### src/dbtw_pkg.sv
// package: encodings, field positions and widths for the decrement/branch/table-write unit
package dbtw_pkg;
  // opcode field values (upper bits of the 16-bit instruction word)
  localparam logic [6:0] DEC_FILE_OPC = 7'h03; // 0000_011d
  localparam logic [6:0] DSZ_OPC    = 7'h0B; // 0001_011d
  localparam logic [6:0] DSNZ_OPC   = 7'h13; // 0010_011d
  localparam logic [2:0] BRANCH_OPC = 3'h6;  // 110k
  localparam logic [5:0] TWRITE_OPC = 6'h2B; // 1010_11ti
  // field positions
  localparam int OPC7_LSB = 9;
  localparam int OPC3_LSB = 13;
  localparam int OPC6_LSB = 10;
  localparam int DEST_BIT = 8;
  localparam int TSEL_BIT = 9;
  localparam int INC_BIT  = 8;
  localparam int LIT_W    = 13;
  // reset values
  localparam logic [15:0] PC_RST    = 16'h0000;
  localparam logic [7:0]  PCLH_RST  = 8'h00;
  localparam logic [15:0] TLAT_RST  = 16'h0000;
  localparam logic [15:0] TPTR_RST  = 16'h0000;
  // flag vector layout {ov, z, dc, c}
  localparam int FLAG_C  = 0;
  localparam int FLAG_DC = 1;
  localparam int FLAG_Z  = 2;
  localparam int FLAG_OV = 3;
  typedef enum logic [1:0] {
    DBTW_EXEC,
    DBTW_FNOP,
    DBTW_TWRITE
  } dbtw_state_type;
endpackage

### src/dbtw_exec.sv
// execution unit for decrement, skip-decrement, page branch and table write
// Overview of operation
// - decrements put result in working register if d=0, file register if d=1
// - skip-if-nonzero decrement skips next instruction when result is not zero
// - taken skip discards prefetched word and runs a forced no-op cycle
// - page branch loads 13-bit literal into program counter bits 12..0
// - after branch, upper eight program counter bits are copied to pc high latch
// - page branch always takes two cycles, second is a forced no-op
// - table write loads file value into latch low byte (t=0) or high byte (t=1)
// - whole table latch is written to program memory at table pointer
// - table pointer increments by one after write when i=1, else unchanged
// - table write to external program memory completes in two cycles
// - table write to internal memory runs until an interrupt terminates it
`timescale 1ns/10ps
module dbtw_exec #(
  parameter int PC_W   = 16,
  parameter int DATA_W = 8
) (
  input  wire logic                mclk,
  input  wire logic                reset,
  input  wire logic                instr_valid,
  input  wire logic [15:0]         instr_word,
  input  wire logic [DATA_W-1:0]   file_rdata,
  input  wire logic                tptr_external,
  input  wire logic                irq_pending,
  output logic                     instr_accept,
  output logic                     discard_fetch,
  output logic [PC_W-1:0]          pc_q,
  output logic [7:0]               pc_high_latch_q,
  output logic [DATA_W-1:0]        wreg_q,
  output logic                     wreg_we_q,
  output logic [DATA_W-1:0]        file_wdata_q,
  output logic                     file_we_q,
  output logic [3:0]               flags_q,
  output logic                     flags_we_q,
  output logic [15:0]              table_latch_q,
  output logic [15:0]              table_pointer_q,
  output logic                     pmem_we_q,
  output logic [15:0]              pmem_addr_q,
  output logic [15:0]              pmem_wdata_q
);
  import dbtw_pkg::*;

  initial begin
    if (PC_W != 16 || DATA_W != 8) begin
      $error("dbtw_exec supports only PC_W=16 and DATA_W=8");
    end
  end

  dbtw_state_type state_q;

  // decode helpers
  function automatic logic is_dec(input logic [15:0] w);
    is_dec = (w[15:OPC7_LSB] == DEC_FILE_OPC) || (w[15:OPC7_LSB] == DSZ_OPC)
          || (w[15:OPC7_LSB] == DSNZ_OPC);
  endfunction

  logic take;
  logic op_dec;
  logic op_dsz;
  logic op_dsnz;
  logic op_br;
  logic op_tw;
  logic [DATA_W-1:0] dec_res;
  logic skip;

  assign take    = instr_valid && (state_q == DBTW_EXEC);
  assign op_dec  = take && is_dec(instr_word);
  assign op_dsz  = take && (instr_word[15:OPC7_LSB] == DSZ_OPC);
  assign op_dsnz = take && (instr_word[15:OPC7_LSB] == DSNZ_OPC);
  assign op_br   = take && (instr_word[15:OPC3_LSB] == BRANCH_OPC);
  assign op_tw   = take && (instr_word[15:OPC6_LSB] == TWRITE_OPC);
  assign dec_res = file_rdata - 8'h01;
  // skip decision: zero for one variant, nonzero for the other
  assign skip    = (op_dsz && dec_res == 8'h00)
                || (op_dsnz && dec_res != 8'h00);

  // a new instruction is accepted only in the execute state
  assign instr_accept  = take;
  assign discard_fetch = skip || op_br;

  // sequencing: forced no-op after skip or branch, long stall for internal writes
  always_ff @(posedge mclk) begin
    if (reset) begin
      state_q <= DBTW_EXEC;
    end else begin
      case (state_q)
        DBTW_EXEC: begin
          if (skip || op_br) begin
            state_q <= DBTW_FNOP;
          end else if (op_tw) begin
            state_q <= DBTW_TWRITE;
          end
        end
        DBTW_FNOP: state_q <= DBTW_EXEC;
        DBTW_TWRITE: begin
          // external memory: done in the second cycle; internal: wait for interrupt
          if (tptr_external || irq_pending) begin
            state_q <= DBTW_EXEC;
          end
        end
        default: state_q <= DBTW_EXEC;
      endcase
    end
  end

  // destination write-back of the decrement result
  always_ff @(posedge mclk) begin
    if (reset) begin
      wreg_q       <= '0;
      wreg_we_q    <= 1'b0;
      file_wdata_q <= '0;
      file_we_q    <= 1'b0;
    end else begin
      wreg_we_q <= op_dec && !instr_word[DEST_BIT];
      file_we_q <= op_dec && instr_word[DEST_BIT];
      if (op_dec && !instr_word[DEST_BIT]) begin
        wreg_q <= dec_res;
      end
      if (op_dec) begin
        file_wdata_q <= dec_res;
      end
    end
  end

  // status flags only for the plain decrement; borrow shows as carry clear
  always_ff @(posedge mclk) begin
    if (reset) begin
      flags_q    <= 4'h0;
      flags_we_q <= 1'b0;
    end else begin
      flags_we_q <= op_dec && !op_dsz && !op_dsnz;
      if (op_dec && !op_dsz && !op_dsnz) begin
        flags_q[FLAG_Z]  <= (dec_res == 8'h00);
        flags_q[FLAG_C]  <= (file_rdata != 8'h00);
        flags_q[FLAG_DC] <= (file_rdata[3:0] != 4'h0);
        flags_q[FLAG_OV] <= (file_rdata == 8'h80);
      end
    end
  end

  // program counter: sequential advance, branch into the current 8k page
  always_ff @(posedge mclk) begin
    if (reset) begin
      pc_q            <= PC_RST;
      pc_high_latch_q <= PCLH_RST;
    end else if (op_br) begin
      pc_q            <= {pc_q[15:LIT_W], instr_word[LIT_W-1:0]};
      pc_high_latch_q <= pc_q[15:8] & 8'hE0 | {3'b000, instr_word[12:8]};
    end else if (take || state_q == DBTW_FNOP) begin
      pc_q <= pc_q + 16'h0001;
    end
  end

  // table latch fill, then program memory write with optional pointer step
  always_ff @(posedge mclk) begin
    if (reset) begin
      table_latch_q   <= TLAT_RST;
      table_pointer_q <= TPTR_RST;
      pmem_we_q       <= 1'b0;
      pmem_addr_q     <= 16'h0000;
      pmem_wdata_q    <= 16'h0000;
    end else begin
      pmem_we_q <= 1'b0;
      if (op_tw) begin
        if (instr_word[TSEL_BIT]) begin
          table_latch_q[15:8] <= file_rdata;
        end else begin
          table_latch_q[7:0] <= file_rdata;
        end
        pmem_we_q    <= 1'b1;
        pmem_addr_q  <= table_pointer_q;
        pmem_wdata_q <= instr_word[TSEL_BIT] ? {file_rdata, table_latch_q[7:0]}
                                             : {table_latch_q[15:8], file_rdata};
        if (instr_word[INC_BIT]) begin
          table_pointer_q <= table_pointer_q + 16'h0001;
        end
      end else if (state_q == DBTW_TWRITE && !tptr_external && !irq_pending) begin
        pmem_we_q <= 1'b1;
      end
    end
  end

  // assertions
  skip_nop_a: assert property (@(posedge mclk) disable iff (reset)
    skip |=> state_q == DBTW_FNOP && !instr_accept ##1 state_q == DBTW_EXEC)
    else $error("skip did not insert exactly one no-op");
  dsnz_skip_a: assert property (@(posedge mclk) disable iff (reset)
    op_dsnz && file_rdata != 8'h01 |-> discard_fetch)
    else $error("nonzero result did not skip");
  dsz_skip_a: assert property (@(posedge mclk) disable iff (reset)
    op_dsz |-> discard_fetch == (file_rdata == 8'h01))
    else $error("zero result skip wrong");
  dest_sel_a: assert property (@(posedge mclk) disable iff (reset)
    op_dec |=> (wreg_we_q != file_we_q) && file_wdata_q == $past(file_rdata) - 8'h01)
    else $error("decrement destination wrong");
  branch_pc_a: assert property (@(posedge mclk) disable iff (reset)
    op_br |=> pc_q[12:0] == $past(instr_word[12:0]) && pc_high_latch_q[4:0] == pc_q[12:8])
    else $error("branch target or latch wrong");
  branch_two_a: assert property (@(posedge mclk) disable iff (reset)
    op_br |=> !instr_accept ##1 state_q == DBTW_EXEC)
    else $error("branch not two cycles");
  flags_keep_a: assert property (@(posedge mclk) disable iff (reset)
    (op_dsz || op_dsnz) |=> !flags_we_q && $stable(flags_q))
    else $error("skip decrement touched flags");
  tw_latch_a: assert property (@(posedge mclk) disable iff (reset)
    op_tw |=> pmem_we_q && pmem_wdata_q == table_latch_q && pmem_addr_q == $past(table_pointer_q))
    else $error("table write data or address wrong");
  tw_inc_a: assert property (@(posedge mclk) disable iff (reset)
    op_tw |=> table_pointer_q == $past(table_pointer_q) + {15'h0000, $past(instr_word[INC_BIT])})
    else $error("table pointer step wrong");
  tw_ext_a: assert property (@(posedge mclk) disable iff (reset)
    op_tw && tptr_external |=> tptr_external |-> ##1 state_q == DBTW_EXEC)
    else $error("external table write not two cycles");
  tw_int_a: assert property (@(posedge mclk) disable iff (reset)
    state_q == DBTW_TWRITE && !tptr_external && !irq_pending |=> state_q == DBTW_TWRITE)
    else $error("internal table write ended without interrupt");

  // pipeline picture for the checks below:
  //   edge n   : instruction is taken while instr_accept is high
  //   edge n+1 : registered results and write enables show for one cycle
  //   edge n+1 : next instruction too, unless a forced no-op or a write wait
  //              stands in the execute slot
  // the fetch side relies on discard_fetch in the cycle of the take, so
  // that flag is combinational, like instr_accept; every other output is a flop.
  // a limitation: the file register value must be valid in the same cycle
  // as the take, there is no read stage of its own in this unit.

  // destination select, checked for each polarity of the destination bit
  dec_wreg_a: assert property (@(posedge mclk) disable iff (reset)
    op_dec && !instr_word[DEST_BIT] |=> wreg_we_q && wreg_q == $past(file_rdata) - 8'h01)
    else $error("decrement result missing in working register");
  dec_file_a: assert property (@(posedge mclk) disable iff (reset)
    op_dec && instr_word[DEST_BIT] |=> file_we_q && !wreg_we_q)
    else $error("decrement result missing in file register");

  // the nonzero variant must not skip on a zero result
  dsnz_stay_a: assert property (@(posedge mclk) disable iff (reset)
    op_dsnz && file_rdata == 8'h01 |-> !discard_fetch)
    else $error("zero result skipped on nonzero variant");

  // no instruction is taken while the forced no-op holds the slot
  fnop_refuse_a: assert property (@(posedge mclk) disable iff (reset)
    state_q == DBTW_FNOP |-> !instr_accept)
    else $error("instruction taken during forced no-op");

  // the high latch follows the upper byte of the new program counter
  pclh_copy_a: assert property (@(posedge mclk) disable iff (reset)
    op_br |=> pc_high_latch_q == pc_q[15:8])
    else $error("pc high latch differs from upper pc byte");

  // the branch always throws away the prefetched word
  br_discard_a: assert property (@(posedge mclk) disable iff (reset)
    op_br |-> discard_fetch)
    else $error("branch kept the prefetched word");

  // byte select of the table latch fill
  tw_low_a: assert property (@(posedge mclk) disable iff (reset)
    op_tw && !instr_word[TSEL_BIT] |=> table_latch_q[7:0] == $past(file_rdata))
    else $error("table latch low byte not loaded");
  tw_high_a: assert property (@(posedge mclk) disable iff (reset)
    op_tw && instr_word[TSEL_BIT] |=> table_latch_q[15:8] == $past(file_rdata))
    else $error("table latch high byte not loaded");

  // the cycle after a table write is never free for a new instruction
  tw_wait_a: assert property (@(posedge mclk) disable iff (reset)
    op_tw |=> !instr_accept)
    else $error("table write shorter than two cycles");

  // an interrupt ends the long internal write at the next edge
  tw_irq_end_a: assert property (@(posedge mclk) disable iff (reset)
    state_q == DBTW_TWRITE && irq_pending |=> state_q == DBTW_EXEC)
    else $error("interrupt did not end internal table write");

  // flag update of the plain decrement, zero flag as the sample
  flags_z_a: assert property (@(posedge mclk) disable iff (reset)
    op_dec && !op_dsz && !op_dsnz |=> flags_we_q && flags_q[FLAG_Z] == ($past(file_rdata) == 8'h01))
    else $error("plain decrement zero flag wrong");

  // the skip variants use the write-back path like the plain decrement but leave the flags alone;
  // a trade-off: sharing one write-back flop set keeps the unit small but
  // means only one decrement result can be in flight at a time, which the
  // one-instruction-per-cycle take already guarantees.
endmodule

### config.mk
export PLATFORM = sky130hd
export DESIGN_NAME = dbtw_exec
export DESIGN_NICKNAME = d
export VERILOG_FILES = /design/src/dbtw_pkg.sv /design/src/dbtw_exec.sv
export SDC_FILE = /design/constraint.sdc
export NUM_CORES = 1
export LEC_CHECK = 0
export ABC_AREA = 1
export BUFFER_PORTS_ARGS = -buffer_cell sky130_fd_sc_hd__buf_2
export CAP_MARGIN = 10
export CORE_UTILIZATION = 40
export DETAILED_ROUTE_END_ITERATION = 12
export HOLD_SLACK_MARGIN = 0.06
export SLEW_MARGIN = 25
export SYNTH_ARGS = -nofsm -noshare
export SYNTH_HDL_FRONTEND = slang
export SYNTH_SLANG_ARGS = --single-unit
### constraint.sdc
create_clock -name mclk -period 3.9 [get_ports mclk]
set_input_delay 0.39 -clock mclk [delete_from_list [all_inputs] [get_ports mclk]]
set_output_delay 0.39 -clock mclk [all_outputs]
set_load 0.03 [all_outputs]
==> results.yml, run 1 <==
power:
  power.ir.vdd_worst_uv: 265
  switching_power_as_a_share_of_total_power_pct: 22.9
  p_seq_share_pct: 40.1
  power.static_leakage_nw: 2.74
  p_per_area_nw_per_um2: 468
  p_comb_share_pct: 5.3
  pwr-share-clk_pct: 54.5
  total_power_mw: 2.96
  internal-power_mw: 2.28
  switchingPower_mw: 0.678
run_status:
  run_status: "finished, final reports clean"
setup_path:
  timing.rr.end: "table_pointer_q[0]"
  setup.worst_path.class: "flop to flop"
  cell_by_cell_listing_of_the_critical_path: "inv_2 -> nand3_2 -> inv_2 -> nand3_2 -> nor2_4 -> inv_1 -> o21ai_0 -> a21oi_1"
  critical-path-slowest-cell: "sky130_fd_sc_hd__nand3_2"
  crit_path_end: "table_pointer_q[0]"
  required_ps: 4190
  worstPathArrival_ps: 2820
  crit-reg2reg-launch: "state_q[0]"
  cp-end-kind: "flop"
  r2r_worst_path_depth: 8
  r2r_setup_slack_ps: 1370
  cp-startpoint: "state_q[0]"
  critical_path.startpoint_type: "flop"
  worstPathMaxFanout: 30
  critical-path-max-stage-delay_ps: 620
yosys:
  syn_area_per_cell_sq_um: 7.42
  ys.warnings.count: 0
  ys_types: 36
  yosys_register_bits: 114
  post_synth_edffs: 0
  cells_after_synthesis: 665
  synth_sequential_area_ratio_pct: 46.2
  post_synth_instance_area_sq_um: 4930
  syn-num-nets: 699
  synthArstFlopShare_pct: 0
  synthFlopType: "sky130_fd_sc_hd__dfxtp_1"
routing:
  num_vias: 5003
  drt-initial-drc-count: 384
  postRouteAntennaNets: 0
  firstDrtPassIters: 6
  routedWlPerCell_um: 14.8
  via_density: 5.20
  drcViolationCount: 0
  postRouteWirelength_um: 14200
layout:
  fill_cells: 1197
  antenna_cells_inserted: 0
  synthToLayoutAreaGrowth_pct: 28.2
  post_route_cells_drive_above_1_share_pct: 23.2
  fin_nets: 836
  layout.core_utilization_pct: 52.7
timing:
  fmax_mhz: 395
  period_share_pct: 64.8
  transition_time_at_the_pin_with_the_least_slew_margin_ps: 804
  slew_viol_final: 0
  grt_setup_unrepaired: "no"
  skew_ps: 5.32
  maxSlewHeadroom_pct: 46.3
  fin_crit_ps: 2530
  totalNegativeSetupSlack_ps: 0
  total_of_endpoints_with_negative_setup_slack_in_the_final_report: 0
  hold-worst-slack_ps: 252
  hold_viol_final: 0
cts:
  cts_setup_buffers: 0
  cts_max_path_buffers: 2
  cts_tree: "yes"
  clkSlewWorstSetupHoldPaths_ps: 50
  count_of_h_tree_levels_built_during_cts: 4
  cts_hold_repair.buffers: 0
  clock_tree.root_cell: "sky130_fd_sc_hd__clkbuf_16"
  post_cts_resize_count: 0
  clock_latency_ps: 420
  cts_made_buffers: 17
  cts.sink_count: 114
die:
  floorplan.core_area_sq_um: 12000
  floorplan.io_pins: 143
  floorplan.die.height_um: 113
  die_x_um: 113
  fp-row-count: 40
  die_area_sq_um: 12800
  start_util_pct: 41.1
global_routing:
  global_route_congestion_overflow_total: 0
  wire_length_of_the_first_global_routing_pass_um: 22700
  gr-usage-all-layers_pct: 22.8
  grt_antenna_before_repair: 0
  number_of_global_route_vias_before_repair: 4640
  pin_count_of_the_biggest_net_entering_global_routing: 75
placement:
  routabilityCongestion: 0.877
  dp_hpwl_um: 9760
  count_of_port_buffers_added_during_placement: 142
hold_path:
  hold_class: "input pin to flop"
flow_run:
  max-cap-violations: 0
routing by layer:
layer | GRT usage (%) | vias up | routed length, um
li1 | - | 2498 | -
met1 | 28.7 | 2299 | 6460
met2 | 36.7 | 181 | 6640
met3 | 5.62 | 25 | 851
met4 | 10.4 | 0 | 263
met5 | 0 | - | 0
kinds of logic (layout without fill, tap and decap cells):
logic type,count (synthesis),in the layout,share of synthesized area [%]
compound gates,170,170,18.7
fa+ha+maj,5,5,1.27
xor+xnor,13,13,2.31
simple gates,283,283,24.6
buf+inv,80,230,6.95
flops,114,114,46.2
layout by cell type, fill, tap and decap left out:
| cell | n |
|---|---|
| sky130_fd_sc_hd__ha_1 | 5 |
| sky130_fd_sc_hd__nor4_1 | 1 |
| sky130_fd_sc_hd__buf_2 | 142 |
| sky130_fd_sc_hd__bufinv_16 | 4 |
| sky130_fd_sc_hd__a221oi_1 | 3 |
| sky130_fd_sc_hd__o211a_1 | 2 |
| sky130_fd_sc_hd__nor3_1 | 23 |
| sky130_fd_sc_hd__clkinv_2 | 3 |
| sky130_fd_sc_hd__clkinv_1 | 2 |
| sky130_fd_sc_hd__nand3_1 | 28 |
| sky130_fd_sc_hd__nor3b_1 | 1 |
| sky130_fd_sc_hd__inv_2 | 4 |
| sky130_fd_sc_hd__a21oi_2 | 1 |
| sky130_fd_sc_hd__o21a_1 | 1 |
| sky130_fd_sc_hd__clkbuf_16 | 17 |
| sky130_fd_sc_hd__clkinvlp_4 | 6 |
| sky130_fd_sc_hd__xor2_1 | 7 |
| sky130_fd_sc_hd__a21boi_0 | 1 |
| sky130_fd_sc_hd__buf_4 | 3 |
| sky130_fd_sc_hd__xnor2_1 | 6 |
| sky130_fd_sc_hd__o21ai_2 | 1 |
| sky130_fd_sc_hd__clkbuf_1 | 1 |
| sky130_fd_sc_hd__a21oi_1 | 91 |
| sky130_fd_sc_hd__inv_1 | 47 |
| sky130_fd_sc_hd__nor2_4 | 3 |
| sky130_fd_sc_hd__nand4_1 | 6 |
| sky130_fd_sc_hd__a31oi_1 | 13 |
| sky130_fd_sc_hd__clkinv_4 | 1 |
| sky130_fd_sc_hd__nor3_2 | 1 |
| sky130_fd_sc_hd__a22oi_1 | 6 |
| sky130_fd_sc_hd__dfxtp_1 | 114 |
| sky130_fd_sc_hd__nand2_1 | 160 |
| sky130_fd_sc_hd__a211oi_1 | 2 |
| sky130_fd_sc_hd__nand3_2 | 2 |
| sky130_fd_sc_hd__nor2_8 | 1 |
| sky130_fd_sc_hd__nor2_1 | 54 |
| sky130_fd_sc_hd__and2_1 | 3 |
| sky130_fd_sc_hd__o21ai_0 | 49 |
stage by stage:
step / cell area (sq um) / setup WS, ps / std cells
CTS: 6330 / 1340 / 962
finish: 6330 / 1370 / 962
floorplan: 4930 / 1970 / 665
global placement: 5710 / 1230 / 930
global route: 6330 / 1020 / 962
detailed placement: 5710 / 1160 / 930
critical path, delay by kind of cell, from the launching register on:
family	cells	cell delay [ps]
simple gates	3	1340
buf+inv	3	450
flops	1	300
compound gates	2	290
worst min-delay path by stage:
stage / startpoint / endpoint / slack (ps) / depth (start not counted)
global route: instr_word[2] / pc_q[2] / 260 / 3
floorplan: file_rdata[0] / file_wdata_q[0] / 480 / 1
global placement: pc_high_latch_q[2] / pc_high_latch_q[2] / 450 / 2
detailed placement: flags_q[1] / flags_q[1] / 450 / 2
finish: file_rdata[0] / file_wdata_q[0] / 250 / 2
CTS: file_rdata[0] / file_wdata_q[0] / 240 / 2
layout make-up:
cell class                 instances  area, sq um  share of cell area (%)
clock buffer                      18          429                    6.78
clock inverter                    14          189                    2.99
inverter                          53          199                    3.14
multi-input combinational        471         2310                    36.5
sequential                       114         2280                    36.1
tap                              147          184                    2.91
timing repair buffer             145          733                    11.6
sequential cells by signal (all words and copies together), names as in the netlist, 2 cells and up:
signal and count:
table_pointer_q 16, wreg_q 8, pc_high_latch_q 8, state_q 2, pmem_wdata_q 16, file_wdata_q 8
pc_q 16, flags_q 4, table_latch_q 16, pmem_addr_q 16
Yosys cell counts, types with 3 or more instances:
cell type | n | share of area, %
sky130_fd_sc_hd__a21oi_1 | 91 | 9.2
sky130_fd_sc_hd__nor2_1 | 54 | 4.1
sky130_fd_sc_hd__nor3_1 | 23 | 2.3
sky130_fd_sc_hd__dfxtp_1 | 114 | 46
sky130_fd_sc_hd__buf_4 | 4 | 0.61
sky130_fd_sc_hd__xnor2_1 | 6 | 1.1
sky130_fd_sc_hd__clkbuf_1 | 13 | 0.99
sky130_fd_sc_hd__a22oi_1 | 6 | 0.91
sky130_fd_sc_hd__ha_1 | 5 | 1.3
sky130_fd_sc_hd__xor2_1 | 7 | 1.2
sky130_fd_sc_hd__and2_1 | 3 | 0.38
sky130_fd_sc_hd__nand2_1 | 160 | 12
sky130_fd_sc_hd__nand4_1 | 6 | 0.76
sky130_fd_sc_hd__o21ai_0 | 49 | 5.0
sky130_fd_sc_hd__nor2_4 | 3 | 0.68
sky130_fd_sc_hd__a221oi_1 | 3 | 0.53
sky130_fd_sc_hd__buf_2 | 7 | 0.71
sky130_fd_sc_hd__nand3_1 | 28 | 2.8
sky130_fd_sc_hd__inv_1 | 48 | 3.7
sky130_fd_sc_hd__a31oi_1 | 13 | 1.6
sky130_fd_sc_hd__inv_2 | 3 | 0.23
power by group through the flow:
stage | Sequential [mW] | Combinational, mW | Clock, mW
floorplan | 1.24 | 0.0756 | 0
global placement | 1.21 | 0.154 | 0
detailed placement | 1.21 | 0.157 | 0
CTS | 1.19 | 0.157 | 1.64
global route | 1.19 | 0.174 | 1.70
finish | 1.19 | 0.158 | 1.62
(Power assumes the default switching activity.)
==> run 2: changes to the inputs <==
==> constraint.sdc (replaced) <==
create_clock -name mclk -period 2.5 [get_ports mclk]
set_input_delay 0.25 -clock mclk [delete_from_list [all_inputs] [get_ports mclk]]
set_output_delay 0.25 -clock mclk [all_outputs]
set_load 0.03 [all_outputs]
==> run 2 against run 1 <==
Compared with the run above: critical path depth grew 3; utilization is essentially flat; non-clock buffer count grew 8; die area is the same; setup slack lost 920 ps; total power grew 47%; wire length shrank 1.5%; global-route usage shrank 0.42 points; combinational power grew 56%; largest cell class unchanged; final cell count grew 0.52%; critical endpoint is now discard_fetch.
==> results.yml, run 2 (same netlist as run 1, synthesis figures left out) <==
die:
  die_area_sq_um: 12800
  floorplan.core_area_sq_um: 12000
  start_util_pct: 41.1
  fp-row-count: 40
  floorplan.io_pins: 143
  floorplan.die.height_um: 113
  die_x_um: 113
layout:
  finalNonFillerCells: 967
  layout.cell_area.non_filler_sq_um: 6320
  synthToLayoutAreaGrowth_pct: 28.1
  antenna_cells_inserted: 0
  layout.core_utilization_pct: 52.6
  layout.cells.most_common: "sky130_fd_sc_hd__nand2_1"
  fin_nets: 844
  layout.cells.most_common_list: "160 x sky130_fd_sc_hd__nand2_1, 142 x sky130_fd_sc_hd__buf_2, 114 x sky130_fd_sc_hd__dfxtp_1"
  post_route_cells_drive_above_1_share_pct: 23.5
placement:
  place.detailed.instances: 938
  count_of_port_buffers_added_during_placement: 142
  routabilityCongestion: 0.832
  preCtsSetupSlack_ps: 464
  dp_hpwl_um: 9950
  dpl-instance-area_sq_um: 5770
setup_path:
  critical-path-slowest-cell: "sky130_fd_sc_hd__ha_1"
  cp-end-kind: "output port"
  cell_by_cell_listing_of_the_critical_path: "buf_2 -> inv_1 -> ha_1 -> nand2_1 -> o21ai_0 -> nand2_1 -> nor2_1 -> a21oi_1 -> nor2_1 -> inv_1 -> buf_2"
  critical_path.startpoint_type: "input pin"
  required_ps: 2250
  worstPathArrival_ps: 1800
  cp.buffers_inverters: 4
  r2r_worst_path_depth: 9
  setup.worst_path.class: "input pin to output port"
  worstPathMaxFanout: 6
  path_delay_family: "simple AND/OR/NAND/NOR gates"
  critical-path-max-stage-delay_ps: 260
  worst-path-stages: 11
global_routing:
  number_of_global_route_vias_before_repair: 4619
  gr-usage-all-layers_pct: 22.3
  pin_count_of_the_biggest_net_entering_global_routing: 75
  wire_length_of_the_first_global_routing_pass_um: 22500
  global_route_congestion_overflow_total: 0
  grt_antenna_before_repair: 0
routing:
  routedWlPerCell_um: 14.5
  via_density: 5.17
  num_vias: 4997
  drcViolationCount: 0
  postRouteAntennaNets: 0
  drt-initial-drc-count: 344
  postRouteWirelength_um: 14000
  firstDrtPassIters: 5
timing:
  hold-worst-slack_ps: 89.0
  fmax_mhz: 487
  period_share_pct: 82.1
  total_of_endpoints_with_negative_setup_slack_in_the_final_report: 0
  totalNegativeSetupSlack_ps: 0
  final_critical_path_setup_slack_ps: 447
  transition_time_at_the_pin_with_the_least_slew_margin_ps: 780
  fin_crit_ps: 2050
  grt_setup_unrepaired: "no"
  maxSlewHeadroom_pct: 48.0
  hold_viol_final: 0
  slew_viol_final: 0
  skew_ps: 11.1
power:
  power.ir.vdd_worst_uv: 375
  total_power_mw: 4.37
  switchingPower_mw: 0.989
  internal-power_mw: 3.38
  switching_power_as_a_share_of_total_power_pct: 22.6
  p_comb_share_pct: 5.7
  p_seq_share_pct: 42.5
  pwr-share-clk_pct: 51.8
  p_per_area_nw_per_um2: 691
  power.static_leakage_nw: 2.77
cts:
  cts.sink_count: 114
  clock_tree.root_cell: "sky130_fd_sc_hd__clkbuf_16"
  count_of_h_tree_levels_built_during_cts: 4
  clkSlewWorstSetupHoldPaths_ps: 50
  cts_max_path_buffers: 2
  cts_hold_repair.buffers: 0
  cts_made_buffers: 17
  post_cts_resize_count: 0
  cts_tree: "yes"
  clock_latency_ps: 420
  cts_setup_buffers: 0
hold_path:
  hold_class: "input pin to flop"
  timing.hold.worst_path_depth: 2
run_status:
  run_status: "finished, final reports clean"
flow_run:
  max-cap-violations: 0
==> run 2: cell types whose count changed in the layout (fill, tap and decap cells not counted) <==
cell | before | now
sky130_fd_sc_hd__bufinv_16 | 4 | 1
sky130_fd_sc_hd__clkinv_4 | 1 | 0
sky130_fd_sc_hd__inv_2 | 4 | 3
sky130_fd_sc_hd__clkbuf_8 | 0 | 5
sky130_fd_sc_hd__buf_4 | 3 | 11
sky130_fd_sc_hd__clkinv_2 | 3 | 5
sky130_fd_sc_hd__inv_1 | 47 | 48
sky130_fd_sc_hd__clkinvlp_4 | 6 | 0
==> run 2: path summary, 6_finish.rpt <==
kind	endpoint	slack (ps)	startpoint
worst max register to register	table_latch_q[4]	640	state_q[1]
worst min register to register	pc_high_latch_q[0]	460	pc_high_latch_q[0]
worst min-delay path	file_wdata_q[0]	90	file_rdata[0]
worst max-delay path	discard_fetch	450	file_rdata[0]
==> run 2: layer usage <==
layer	up-vias	global-route usage (%)	share of wire [%]
met1	2311	27.5	44
met3	12	7.12	7.0
met5	-	0	0
met2	164	36.9	48
met4	0	7.63	1.1
li1	2510	-	-
==> run 2: area by class of cell <==
cell class / count / area, sq um
inverter: 53 / 199
timing repair buffer: 153 / 793
fill: 1199 / 5690
clock buffer: 23 / 498
sequential: 114 / 2280
clock inverter: 6 / 55.1
tap: 147 / 184
multi-input combinational: 471 / 2310
==> run 2: worst reg2reg max path: cells and delay by family, from the launching register on <==
| family | cells | cell delay [ps] |
|---|---|---|
| simple gates | 4 | 670 |
| compound gates | 1 | 70 |
| buf+inv | 4 | 650 |
| flops | 1 | 320 |
==> run 2: power groups by stage <==
stage / logic (mW) / registers [mW] / clock network [mW]
6_report: 0.247 / 1.86 / 2.26
3_5_place_dp: 0.247 / 1.89 / 0
4_1_cts: 0.248 / 1.86 / 2.30
2_1_floorplan: 0.118 / 1.93 / 0
3_3_place_gp: 0.244 / 1.89 / 0
5_1_grt: 0.271 / 1.86 / 2.40
